$ cat src/wsam_pkg.sv
// constants, types and helpers of the wind speed alarm monitor
package wsam_pkg;

  localparam int unsigned CLK_HZ      = 50_000_000;
  localparam int unsigned TICK_MS     = 100;
  localparam int unsigned TICK_CYCLES = CLK_HZ / 1000 * TICK_MS;

  localparam int unsigned LAMP_TEST_S     = 6;
  localparam int unsigned LAMP_TEST_TICKS = LAMP_TEST_S * 1000 / TICK_MS;
  localparam int unsigned BLINK_S         = 6;
  localparam int unsigned BLINK_TICKS     = BLINK_S * 1000 / TICK_MS;
  localparam int unsigned LOSS_HOURS      = 8;
  localparam int unsigned LOSS_TICKS      = LOSS_HOURS * 3600 * 1000 / TICK_MS;

  localparam logic [15:0] ALARM_MAX_KMH  = 16'h0048;
  localparam logic [15:0] ALARM_MAX_MPH  = 16'h002D;
  localparam logic [15:0] ALERT_MAX_KMH  = 16'h0032;
  localparam logic [15:0] ALERT_MAX_MPH  = 16'h001F;
  localparam logic [15:0] FILTER_MAX     = 16'h00C8;
  localparam logic [15:0] FILTER_DEFAULT = 16'h0032;

  localparam int unsigned FAULT_LOSS_BIT  = 0;
  localparam int unsigned FAULT_ALERT_BIT = 1;
  localparam int unsigned FAULT_ALARM_BIT = 2;

  localparam int unsigned LOG_DEPTH = 11;
  localparam int unsigned TS_W      = 32;

  localparam logic [7:0] ADDR_IRQ_STATUS = 8'h00;
  localparam logic [7:0] ADDR_IRQ_CLEAR  = 8'h04;
  localparam logic [7:0] ADDR_IRQ_ENABLE = 8'h08;
  localparam logic [7:0] ADDR_STATE      = 8'h0C;
  localparam logic [7:0] ADDR_TIME       = 8'h10;
  localparam logic [7:0] ADDR_LOG_BASE   = 8'h40;

  localparam int unsigned IRQ_ALARM = 0;
  localparam int unsigned IRQ_ALERT = 1;
  localparam int unsigned IRQ_LOSS  = 2;
  localparam int unsigned IRQ_CLAMP = 3;
  localparam int unsigned IRQ_W     = 4;
  localparam logic [3:0]  IRQ_ENABLE_RST = 4'h0;

  localparam int unsigned STATE_ALERT_BIT = 16;
  localparam int unsigned STATE_ALARM_BIT = 17;
  localparam int unsigned STATE_TEST_BIT  = 18;

  localparam logic [1:0] RESP_OKAY   = 2'h0;
  localparam logic [1:0] RESP_SLVERR = 2'h2;

  typedef enum logic [1:0] {
    FILT_OFF,
    FILT_ARMING,
    FILT_ON,
    FILT_RELEASING
  } wsam_filt_state_type;

  function automatic logic [15:0] clamp16(input logic [15:0] v,
                                          input logic [15:0] lim);
    return (v > lim) ? lim : v;
  endfunction : clamp16

  function automatic logic [31:0] apply_strb(input logic [31:0] old_v,
                                             input logic [31:0] new_v,
                                             input logic [3:0]  strb);
    logic [31:0] r;
    r = old_v;
    for (int i = 0; i < 4; i++) begin
      if (strb[i]) begin
        r[i*8 +: 8] = new_v[i*8 +: 8];
      end
    end
    return r;
  endfunction : apply_strb

endpackage : wsam_pkg

$ cat src/wsam_wind_speed_alarm_monitor.sv
// wind speed alarm monitor top with axi4-lite status and event log
//
// The implementer's own choices: the AXI4-Lite interface to the registers and the register addresses.
`timescale 1ns/1ps
module wsam_wind_speed_alarm_monitor #(
  parameter int unsigned TICK_CYCLES = wsam_pkg::TICK_CYCLES,
  parameter int unsigned LOSS_TICKS  = wsam_pkg::LOSS_TICKS
) (
  input  wire logic        aclk,
  input  wire logic        aresetn,
  input  wire logic        block_enable_in,
  input  wire logic        unit_select,
  input  wire logic [15:0] alarm_limit,
  input  wire logic [15:0] alert_limit,
  input  wire logic [15:0] gust_filter_delay,
  input  wire logic [15:0] wind_speed_in,
  input  wire logic        lamp_check_req,
  output logic             enable_status_out,
  output logic             amber_lamp,
  output logic             red_lamp_out,
  output logic             horn_out,
  output logic             alarm_active,
  output logic [15:0]      fault_code,
  output logic [10:0][31:0] alarm_event_log,
  output logic             irq,
  input  wire logic [7:0]  s_axi_awaddr,
  input  wire logic        s_axi_awvalid,
  output logic             s_axi_awready,
  input  wire logic [31:0] s_axi_wdata,
  input  wire logic [3:0]  s_axi_wstrb,
  input  wire logic        s_axi_wvalid,
  output logic             s_axi_wready,
  output logic [1:0]       s_axi_bresp,
  output logic             s_axi_bvalid,
  input  wire logic        s_axi_bready,
  input  wire logic [7:0]  s_axi_araddr,
  input  wire logic        s_axi_arvalid,
  output logic             s_axi_arready,
  output logic [31:0]      s_axi_rdata,
  output logic [1:0]       s_axi_rresp,
  output logic             s_axi_rvalid,
  input  wire logic        s_axi_rready
);

  logic [22:0] tick_cnt_q;
  logic        tick_q;
  logic [31:0] time_q;
  logic [15:0] speed_prev_q;
  logic [18:0] loss_cnt_q;
  logic        loss_q;
  logic [15:0] alarm_lim_c;
  logic [15:0] alert_lim_c;
  logic [15:0] alarm_max_c;
  logic [15:0] alert_max_c;
  logic [7:0]  delay_c;
  logic        alarm_filt;
  logic        alert_filt;
  logic        alarm_c;
  logic        alert_c;
  logic        clamp_alarm_c;
  logic        clamp_alert_c;
  logic        lamp_prev_q;
  logic        test_on_q;
  logic [6:0]  test_cnt_q;
  logic        phase_q;
  logic [6:0]  blink_cnt_q;
  logic        en_q;
  logic        amber_q;
  logic        red_q;
  logic        horn_q;
  logic        alarm_q;
  logic [15:0] fault_q;
  logic [10:0][31:0] log_q;
  logic        log_event_c;
  logic [3:0]  ev_prev_q;
  logic [3:0]  ev_cur_c;
  logic [3:0]  irq_status_q;
  logic [3:0]  irq_en_q;
  logic [3:0]  irq_clr_c;
  logic        irq_q;
  logic        awready_q;
  logic        wready_q;
  logic        aw_full_q;
  logic        w_full_q;
  logic [7:0]  awaddr_q;
  logic [31:0] wdata_q;
  logic [3:0]  wstrb_q;
  logic        bvalid_q;
  logic [1:0]  bresp_q;
  logic        arready_q;
  logic        rvalid_q;
  logic [31:0] rdata_q;
  logic [1:0]  rresp_q;
  logic        do_write_c;
  logic [31:0] rd_data_c;
  logic        rd_ok_c;

  // fixed 0.1 s time base shared by every delay
  always_ff @(posedge aclk) begin
    if (!aresetn) begin
      tick_cnt_q <= 23'h000000;
      tick_q     <= 1'b0;
    end else if (tick_cnt_q == 23'(TICK_CYCLES - 1)) begin
      tick_cnt_q <= 23'h000000;
      tick_q     <= 1'b1;
    end else begin
      tick_cnt_q <= tick_cnt_q + 23'h000001;
      tick_q     <= 1'b0;
    end
  end

  // time stamp in 0.1 s units; software may preset it
  always_ff @(posedge aclk) begin
    if (!aresetn) begin
      time_q <= 32'h00000000;
    end else if (do_write_c && awaddr_q == wsam_pkg::ADDR_TIME) begin
      time_q <= wsam_pkg::apply_strb(time_q, wdata_q, wstrb_q);
    end else if (tick_q) begin
      time_q <= time_q + 32'h00000001;
    end
  end

  // any change of the speed word counts as a sign of life
  always_ff @(posedge aclk) begin
    if (!aresetn) begin
      speed_prev_q <= 16'h0000;
      loss_cnt_q   <= 19'h00000;
      loss_q       <= 1'b0;
    end else begin
      speed_prev_q <= wind_speed_in;
      if (wind_speed_in != speed_prev_q) begin
        loss_cnt_q <= 19'h00000;
        loss_q     <= 1'b0;
      end else if (tick_q && !loss_q) begin
        if (loss_cnt_q == 19'(LOSS_TICKS)) begin
          loss_q <= 1'b1;
        end else begin
          loss_cnt_q <= loss_cnt_q + 19'h00001;
        end
      end
    end
  end

  assign alarm_max_c = unit_select ? wsam_pkg::ALARM_MAX_MPH
                                   : wsam_pkg::ALARM_MAX_KMH;
  assign alert_max_c = unit_select ? wsam_pkg::ALERT_MAX_MPH
                                   : wsam_pkg::ALERT_MAX_KMH;
  assign alarm_lim_c   = wsam_pkg::clamp16(alarm_limit, alarm_max_c);
  assign alert_lim_c   = wsam_pkg::clamp16(alert_limit, alert_max_c);
  assign clamp_alarm_c = alarm_limit > alarm_max_c;
  assign clamp_alert_c = alert_limit > alert_max_c;
  // an oversize delay is held at the top of its range, not rejected
  assign delay_c = 8'(wsam_pkg::clamp16(gust_filter_delay,
                                        wsam_pkg::FILTER_MAX));

  wsam_gust_filter u_alarm_filter (
    .aclk    (aclk),
    .aresetn (aresetn),
    .tick    (tick_q),
    .above   (wind_speed_in > alarm_lim_c),
    .delay   (delay_c),
    .active  (alarm_filt)
  );

  wsam_gust_filter u_alert_filter (
    .aclk    (aclk),
    .aresetn (aresetn),
    .tick    (tick_q),
    .above   (wind_speed_in > alert_lim_c),
    .delay   (delay_c),
    .active  (alert_filt)
  );

  assign alarm_c = alarm_filt || loss_q;
  assign alert_c = alert_filt;

  // lamp test runs on the request edge, not its level
  always_ff @(posedge aclk) begin
    if (!aresetn) begin
      lamp_prev_q <= 1'b0;
      test_on_q   <= 1'b0;
      test_cnt_q  <= 7'h00;
    end else begin
      lamp_prev_q <= lamp_check_req;
      if (lamp_check_req && !lamp_prev_q) begin
        test_on_q  <= 1'b1;
        test_cnt_q <= 7'h00;
      end else if (test_on_q && tick_q) begin
        if (test_cnt_q == 7'(wsam_pkg::LAMP_TEST_TICKS - 1)) begin
          test_on_q <= 1'b0;
        end else begin
          test_cnt_q <= test_cnt_q + 7'h01;
        end
      end
    end
  end

  // blink phase restarts lit whenever an alert begins
  always_ff @(posedge aclk) begin
    if (!aresetn) begin
      phase_q     <= 1'b1;
      blink_cnt_q <= 7'h00;
    end else if (!alert_c) begin
      phase_q     <= 1'b1;
      blink_cnt_q <= 7'h00;
    end else if (tick_q) begin
      if (blink_cnt_q == 7'(wsam_pkg::BLINK_TICKS - 1)) begin
        blink_cnt_q <= 7'h00;
        phase_q     <= !phase_q;
      end else begin
        blink_cnt_q <= blink_cnt_q + 7'h01;
      end
    end
  end

  // indicator outputs; disable overrides lamp test and alarms alike
  always_ff @(posedge aclk) begin
    if (!aresetn) begin
      en_q    <= 1'b0;
      amber_q <= 1'b0;
      red_q   <= 1'b0;
      horn_q  <= 1'b0;
      alarm_q <= 1'b0;
      fault_q <= 16'h0000;
    end else if (!block_enable_in) begin
      en_q    <= 1'b0;
      amber_q <= 1'b0;
      red_q   <= 1'b0;
      horn_q  <= 1'b0;
      alarm_q <= 1'b0;
      fault_q <= 16'h0000;
    end else begin
      en_q    <= 1'b1;
      amber_q <= test_on_q || alarm_c || (alert_c && phase_q);
      red_q   <= test_on_q || alarm_c;
      horn_q  <= test_on_q || alarm_c || (alert_c && phase_q);
      alarm_q <= alarm_c;
      fault_q <= 16'h0000;
      fault_q[wsam_pkg::FAULT_LOSS_BIT]  <= loss_q;
      fault_q[wsam_pkg::FAULT_ALERT_BIT] <= clamp_alert_c;
      fault_q[wsam_pkg::FAULT_ALARM_BIT] <= clamp_alarm_c;
    end
  end

  assign log_event_c = block_enable_in && alarm_c && !alarm_q;

  always_ff @(posedge aclk) begin
    if (!aresetn) begin
      log_q <= '0;
    end else if (log_event_c) begin
      log_q <= {log_q[9:0], time_q};
    end
  end

  // interrupt status: set beats a clear in the same cycle
  assign ev_cur_c  = {clamp_alarm_c || clamp_alert_c, loss_q,
                      alert_c, alarm_c};
  assign irq_clr_c = (do_write_c && awaddr_q == wsam_pkg::ADDR_IRQ_CLEAR &&
                      wstrb_q[0]) ? wdata_q[3:0] : 4'h0;

  always_ff @(posedge aclk) begin
    if (!aresetn) begin
      ev_prev_q    <= 4'h0;
      irq_status_q <= 4'h0;
      irq_en_q     <= wsam_pkg::IRQ_ENABLE_RST;
      irq_q        <= 1'b0;
    end else begin
      ev_prev_q    <= ev_cur_c;
      irq_status_q <= (irq_status_q & ~irq_clr_c) | (ev_cur_c & ~ev_prev_q);
      if (do_write_c && awaddr_q == wsam_pkg::ADDR_IRQ_ENABLE &&
          wstrb_q[0]) begin
        irq_en_q <= wdata_q[3:0];
      end
      irq_q <= |(irq_status_q & irq_en_q);
    end
  end

  // write channel: address and data latched independently
  assign do_write_c = aw_full_q && w_full_q && !bvalid_q;

  always_ff @(posedge aclk) begin
    if (!aresetn) begin
      awready_q <= 1'b1;
      wready_q  <= 1'b1;
      aw_full_q <= 1'b0;
      w_full_q  <= 1'b0;
      awaddr_q  <= 8'h00;
      wdata_q   <= 32'h00000000;
      wstrb_q   <= 4'h0;
      bvalid_q  <= 1'b0;
      bresp_q   <= wsam_pkg::RESP_OKAY;
    end else begin
      if (s_axi_awvalid && awready_q) begin
        awaddr_q  <= s_axi_awaddr;
        aw_full_q <= 1'b1;
        awready_q <= 1'b0;
      end
      if (s_axi_wvalid && wready_q) begin
        wdata_q  <= s_axi_wdata;
        wstrb_q  <= s_axi_wstrb;
        w_full_q <= 1'b1;
        wready_q <= 1'b0;
      end
      if (do_write_c) begin
        aw_full_q <= 1'b0;
        w_full_q  <= 1'b0;
        bvalid_q  <= 1'b1;
        bresp_q   <= (awaddr_q == wsam_pkg::ADDR_IRQ_CLEAR ||
                      awaddr_q == wsam_pkg::ADDR_IRQ_ENABLE ||
                      awaddr_q == wsam_pkg::ADDR_TIME) ?
                     wsam_pkg::RESP_OKAY : wsam_pkg::RESP_SLVERR;
      end else if (bvalid_q && s_axi_bready) begin
        bvalid_q  <= 1'b0;
        awready_q <= 1'b1;
        wready_q  <= 1'b1;
      end
    end
  end

  always_comb begin
    rd_data_c = 32'h00000000;
    rd_ok_c   = 1'b1;
    if (s_axi_araddr >= wsam_pkg::ADDR_LOG_BASE &&
        s_axi_araddr < wsam_pkg::ADDR_LOG_BASE + 8'h2C &&
        s_axi_araddr[1:0] == 2'h0) begin
      rd_data_c = log_q[4'((s_axi_araddr - wsam_pkg::ADDR_LOG_BASE) >> 2)];
    end else begin
      unique case (s_axi_araddr)
        wsam_pkg::ADDR_IRQ_STATUS: rd_data_c = {28'h0000000, irq_status_q};
        wsam_pkg::ADDR_IRQ_CLEAR:  rd_data_c = 32'h00000000;
        wsam_pkg::ADDR_IRQ_ENABLE: rd_data_c = {28'h0000000, irq_en_q};
        wsam_pkg::ADDR_STATE: begin
          rd_data_c[15:0] = fault_q;
          rd_data_c[wsam_pkg::STATE_ALERT_BIT] = alert_c;
          rd_data_c[wsam_pkg::STATE_ALARM_BIT] = alarm_c;
          rd_data_c[wsam_pkg::STATE_TEST_BIT]  = test_on_q;
        end
        wsam_pkg::ADDR_TIME:       rd_data_c = time_q;
        default:                   rd_ok_c   = 1'b0;
      endcase
    end
  end

  always_ff @(posedge aclk) begin
    if (!aresetn) begin
      arready_q <= 1'b1;
      rvalid_q  <= 1'b0;
      rdata_q   <= 32'h00000000;
      rresp_q   <= wsam_pkg::RESP_OKAY;
    end else if (s_axi_arvalid && arready_q) begin
      arready_q <= 1'b0;
      rvalid_q  <= 1'b1;
      rdata_q   <= rd_data_c;
      rresp_q   <= rd_ok_c ? wsam_pkg::RESP_OKAY : wsam_pkg::RESP_SLVERR;
    end else if (rvalid_q && s_axi_rready) begin
      rvalid_q  <= 1'b0;
      arready_q <= 1'b1;
    end
  end

  assign enable_status_out = en_q;
  assign amber_lamp        = amber_q;
  assign red_lamp_out      = red_q;
  assign horn_out          = horn_q;
  assign alarm_active      = alarm_q;
  assign fault_code        = fault_q;
  assign alarm_event_log   = log_q;
  assign irq               = irq_q;
  assign s_axi_awready     = awready_q;
  assign s_axi_wready      = wready_q;
  assign s_axi_bvalid      = bvalid_q;
  assign s_axi_bresp       = bresp_q;
  assign s_axi_arready     = arready_q;
  assign s_axi_rvalid      = rvalid_q;
  assign s_axi_rdata       = rdata_q;
  assign s_axi_rresp       = rresp_q;
endmodule : wsam_wind_speed_alarm_monitor

$ cat src/wsam_gust_filter.sv
// gust filter: qualifies a limit crossing over a delay in both directions
`timescale 1ns/1ps
module wsam_gust_filter (
  input  wire logic       aclk,
  input  wire logic       aresetn,
  input  wire logic       tick,
  input  wire logic       above,
  input  wire logic [7:0] delay,
  output logic            active
);

  wsam_pkg::wsam_filt_state_type state_q;
  wsam_pkg::wsam_filt_state_type state_d;
  logic [7:0]                    cnt_q;
  logic [7:0]                    cnt_d;
  logic                          active_q;

  always_comb begin
    state_d = state_q;
    cnt_d   = cnt_q;
    unique case (state_q)
      wsam_pkg::FILT_OFF: begin
        if (above) begin
          cnt_d   = 8'h00;
          state_d = (delay == 8'h00) ? wsam_pkg::FILT_ON
                                     : wsam_pkg::FILT_ARMING;
        end
      end
      wsam_pkg::FILT_ARMING: begin
        // a dip below the limit restarts the whole delay
        if (!above) begin
          state_d = wsam_pkg::FILT_OFF;
        end else if (tick) begin
          if (cnt_q + 8'h01 >= delay) begin
            state_d = wsam_pkg::FILT_ON;
          end else begin
            cnt_d = cnt_q + 8'h01;
          end
        end
      end
      wsam_pkg::FILT_ON: begin
        if (!above) begin
          cnt_d   = 8'h00;
          state_d = (delay == 8'h00) ? wsam_pkg::FILT_OFF
                                     : wsam_pkg::FILT_RELEASING;
        end
      end
      wsam_pkg::FILT_RELEASING: begin
        if (above) begin
          state_d = wsam_pkg::FILT_ON;
        end else if (tick) begin
          if (cnt_q + 8'h01 >= delay) begin
            state_d = wsam_pkg::FILT_OFF;
          end else begin
            cnt_d = cnt_q + 8'h01;
          end
        end
      end
    endcase
  end

  always_ff @(posedge aclk) begin
    if (!aresetn) begin
      state_q  <= wsam_pkg::FILT_OFF;
      cnt_q    <= 8'h00;
      active_q <= 1'b0;
    end else begin
      state_q  <= state_d;
      cnt_q    <= cnt_d;
      active_q <= (state_d == wsam_pkg::FILT_ON) ||
                  (state_d == wsam_pkg::FILT_RELEASING);
    end
  end

  assign active = active_q;
endmodule : wsam_gust_filter

$ cat config.mk
export PLATFORM = sky130hd
export DESIGN_NAME = wsam_wind_speed_alarm_monitor
export DESIGN_NICKNAME = d
export VERILOG_FILES = /design/src/wsam_pkg.sv /design/src/wsam_wind_speed_alarm_monitor.sv /design/src/wsam_gust_filter.sv
export SDC_FILE = /design/constraint.sdc
export NUM_CORES = 1
export LEC_CHECK = 0
export ABC_AREA = 1
export ABC_CLOCK_PERIOD_IN_PS = 2830
export BUFFER_PORTS_ARGS = -buffer_cell sky130_fd_sc_hd__buf_2
export CAP_MARGIN = 20
export CORE_MARGIN = 5
export CORE_UTILIZATION = 50
export CTS_CLUSTER_SIZE = 20
export DETAILED_ROUTE_END_ITERATION = 16
export GPL_TIMING_DRIVEN = 1
export PLACE_DENSITY = 0.76
export SLEW_MARGIN = 40
export SYNTH_ARGS = -nofsm -noshare
export SYNTH_HDL_FRONTEND = slang
export SYNTH_SLANG_ARGS = --single-unit
export TNS_END_PERCENT = 10
$ cat constraint.sdc
create_clock -name aclk -period 2.83 [get_ports aclk]
set_input_delay 0.283 -clock aclk [delete_from_list [all_inputs] [get_ports aclk]]
set_output_delay 0.283 -clock aclk [all_outputs]
set_load 0.01 [all_outputs]
==> summary.txt <==
Setup path
  • Nature of the critical path startpoint: flip-flop
  • Critical Path AT: between 3 and 4 ns
  • CP Capture Type: flip-flop
  • Crit path kind: flip-flop to flip-flop
  • Max FO, Critical Path: 15
  • Worst EP required: 3.35 ns

Finish
  • Area Growth Syn to Fin: 22.9%
  • Register area: 11800 µm²
  • Final core occ: 0.620
  • Share of cells above drive strength 1: 0.175
  • Footprint of the multi-input gates: 13600 µm²
  • Fillers: 4909
  • Most common cell after layout, fill and taps aside: nor2_1
  • Commonest non-fill, non-tap cells in the layout: 884 x nor2_1, 588 x dfxtp_1, 557 x nand2_1
  • Nets: 4555

Timing
  • # setup viols final: 0
  • Setup Skew: ~0.022 ns
  • Slew Limit Fails: 0
  • Worst-Margin Slew: 0.672 ns
  • Final period util: 0.911
  • Slew margin rel.: 0.549
  • Final Hold Fails: 0
  • WHS: ~0.027 ns
  • RSZ-0062 raised after global routing: no
  • Tmin final: ~2.6 ns
  • Max Freq: just under 400 MHz

Routing
  • Drt total wl: roughly 100000 µm
  • Initial drt markers: about 3500
  • Drt first pass iters: 7
  • Via-to-Cell Ratio: 5.65
  • Via count: 28900
  • WL per Instance: about 20 µm
  • DRC: 0
  • Antenna-violating nets left: 0

Placed design
  • Dpl hpwl: around 74000 µm
  • PortBufs: 525
  • GP Congestion: 0.941

Yosys
  • Post-synthesis cell count: about 3800
  • Synth Area in Adders: 0.0295
  • Syn. warnings: 0
  • Register area share after synthesis: 0.433
  • Asr flop ratio synth: 0
  • Seq cells post-synth: about 600
  • Netlist Area Pre-Place: 27200 µm²
  • Post-synth EDFFs: 0
  • Largest family of logic cells by synthesized area: simple AND/OR/NAND/NOR gates
  • Cell variety after synth: 61
  • Post-Synth Simple-Gate Area: 0.259
  • Post-synthesis mux area share: 0
  • Complex-gate fraction of the synthesized area: 0.196
  • Xor/xnor share of the synthesized area: 0.0113
  • Syn avg cell area: 7.11 µm²
  • Post-synth top flop: dfxtp_1

Floorplanning
  • Die Span Y: around 240 µm
  • Die footprint: 59100 µm²
  • Std cell rows: 85
  • Initial Utilization: 0.505
  • Number of top-level pins: ~540
  • DIE WIDTH: 243 µm
  • Placeable Area: about 54000 µm²

Global route
  • Initial antenna violation count: 4
  • Overflow after GRT: 0
  • Number of global-route vias before repair: ~26000
  • First-pass GRT wire length: 157000 µm
  • GRT Overall Usage: 0.331
  • Largest net degree at the start of global routing: 158

Clock tree
  • CTS buffer count: 61
  • Maximum buffer depth of the clock tree: 3
  • TritonCTS clock tree: yes
  • Clk slew on worst S/H paths: roughly 0.06 ns
  • Clock sinks: 588
  • Worst skew pair latency: around 0.64 ns
  • Root buffer cell: clkbuf_16
  • CTS H-tree lvls: 2

Flow run
  • Max-cap violations: 0

Power and ir drop
  • LEAKAGE: 0.0162 µW
  • Pwr dens: 642 nW/µm²
  • Peak VDD IR: approximately 0.55 mV

Hold path
  • Worst hold path type: primary input to flip-flop

Outcome
  • Status: finished clean
[cells by family (layout without fill, tap and decap cells)]
logic type                 after synthesis  count (layout)
buffers and inverters                  477            1031
xor gates and xnor gates                35              35
other                                    2              36
DFF                                    588             588
adders and majority gates               64              64
AOI/OAI and AO/OA                      951             951
and+or+nand+nor                       1703            1703
[sequential cells by signal (all words and copies together) (netlist names), 7 cells and up]
signal / count
alarm_event_log: 352
s_axi_rdata: 32
time_q: 32
wdata_q: 32
tick_cnt_q: 23
loss_cnt_q: 19
speed_prev_q: 16
awaddr_q: 8
u_alarm_filter.cnt_q: 8
u_alert_filter.cnt_q: 8
blink_cnt_q: 7
test_cnt_q: 7
[area by class of cell]
type / count / area share
Antenna cell: 2 / 0.000150
Multi-Input combinational cell: 2787 / 0.409
Timing Repair Buffer: 682 / 0.126
Clock buffer: 92 / 0.0540
Sequential cell: 588 / 0.353
Inverter: 245 / 0.0280
Tap cell: 696 / 0.0261
Clock inverter: 12 / 0.00427
[power breakdown]
| group | switching [µW] | total, µW | internal, µW |
|---|---|---|---|
| Sequential | 762 | 9740 | 8980 |
| Combinational | 2370 | 3700 | 1330 |
| Clock | 3440 | 7980 | 4550 |
[timing repair]
| action | CTS | global route |
|---|---|---|
| gates resized for setup | 2 | 15 |
| hold buffers | 82 | 0 |
| buffers inserted | 2 | 0 |
| endpoints found under the hold margin | 71 | 0 |
| gates cloned | 0 | 0 |
| setup endpoints to repair | 16 | 21 |
| pin swaps | 2 | 1 |
[critical path, stage by stage (launching register included)]
cell and delay [ns]:
dfxtp_1 0.34, inv_1 0.08, nor3_4 0.21, nand3_1 0.13
nor2_1 0.10, nand2_1 0.06, xor2_1 0.16, inv_1 0.07
ha_1 0.29, nand2_1 0.06, inv_1 0.03, nor3_1 0.19
nand2_1 0.13, o21ai_2 0.17, nand3_2 0.09, buf_6 0.16
nor2_1 0.12, nor2_1 0.06
[routing by layer]
layer  share of wire  track usage
met1            0.40        0.436
met2            0.44        0.516
met3            0.11       0.0891
met4           0.048        0.136
met5               0            0
[per-stage QoR]
stage | worst slack (ns) | cells | TNS, ns | power (µW) | cell area, µm²
final | 0.253 | 5104 | 0 | 21400 | 33400
after CTS | 0.0597 | 5102 | 0 | 21300 | 33300
after global placement | -0.318 | 4914 | -5.44 | 13300 | 30600
after floorplan | -0.0295 | 3852 | -0.161 | 11700 | 27300
after detailed placement | -0.444 | 4914 | -7.91 | 13400 | 30600
after global routing | 0.00212 | 5102 | 0 | 22300 | 33400
[Yosys cell counts, drive strengths merged, types with 3 or more instances]
library cell | number | area share
a21boi | 27 | 0.0075
ha | 64 | 0.029
dfxtp | 588 | 0.43
clkinv | 4 | 0.00074
nand3b | 4 | 0.0011
a31oi | 29 | 0.0067
nor2 | 900 | 0.13
o211ai | 13 | 0.0036
and3 | 3 | 0.00069
or2 | 11 | 0.0025
o21ai | 554 | 0.10
xor2 | 27 | 0.0087
nand2 | 571 | 0.081
xnor2 | 8 | 0.0026
inv | 241 | 0.033
nor3b | 6 | 0.0017
a22oi | 126 | 0.035
a211oi | 6 | 0.0018
nand3 | 110 | 0.022
nor3 | 55 | 0.013
o21a | 3 | 0.00083
clkbuf | 163 | 0.023
o31ai | 3 | 0.00083
nor4 | 12 | 0.0033
o22ai | 12 | 0.0028
a21oi | 164 | 0.030
nand4 | 28 | 0.0070
buf | 69 | 0.015
[path summary, 6_finish.rpt]
check / to / slack, ns / start / cells after the start
worst min-delay path: s_axi_rdata[0] / 0.03 / s_axi_araddr[7] / 4
worst max-delay path: u_alarm_filter.cnt_q[3] / 0.25 / u_alarm_filter.cnt_q[1] / 17
worst min register to register: irq_status_q[3] / 0.42 / ev_prev_q[3] / 1
worst max register to register: u_alarm_filter.cnt_q[3] / 0.25 / u_alarm_filter.cnt_q[1] / 17
No activity file was read; power rests on OpenSTA's default activity.
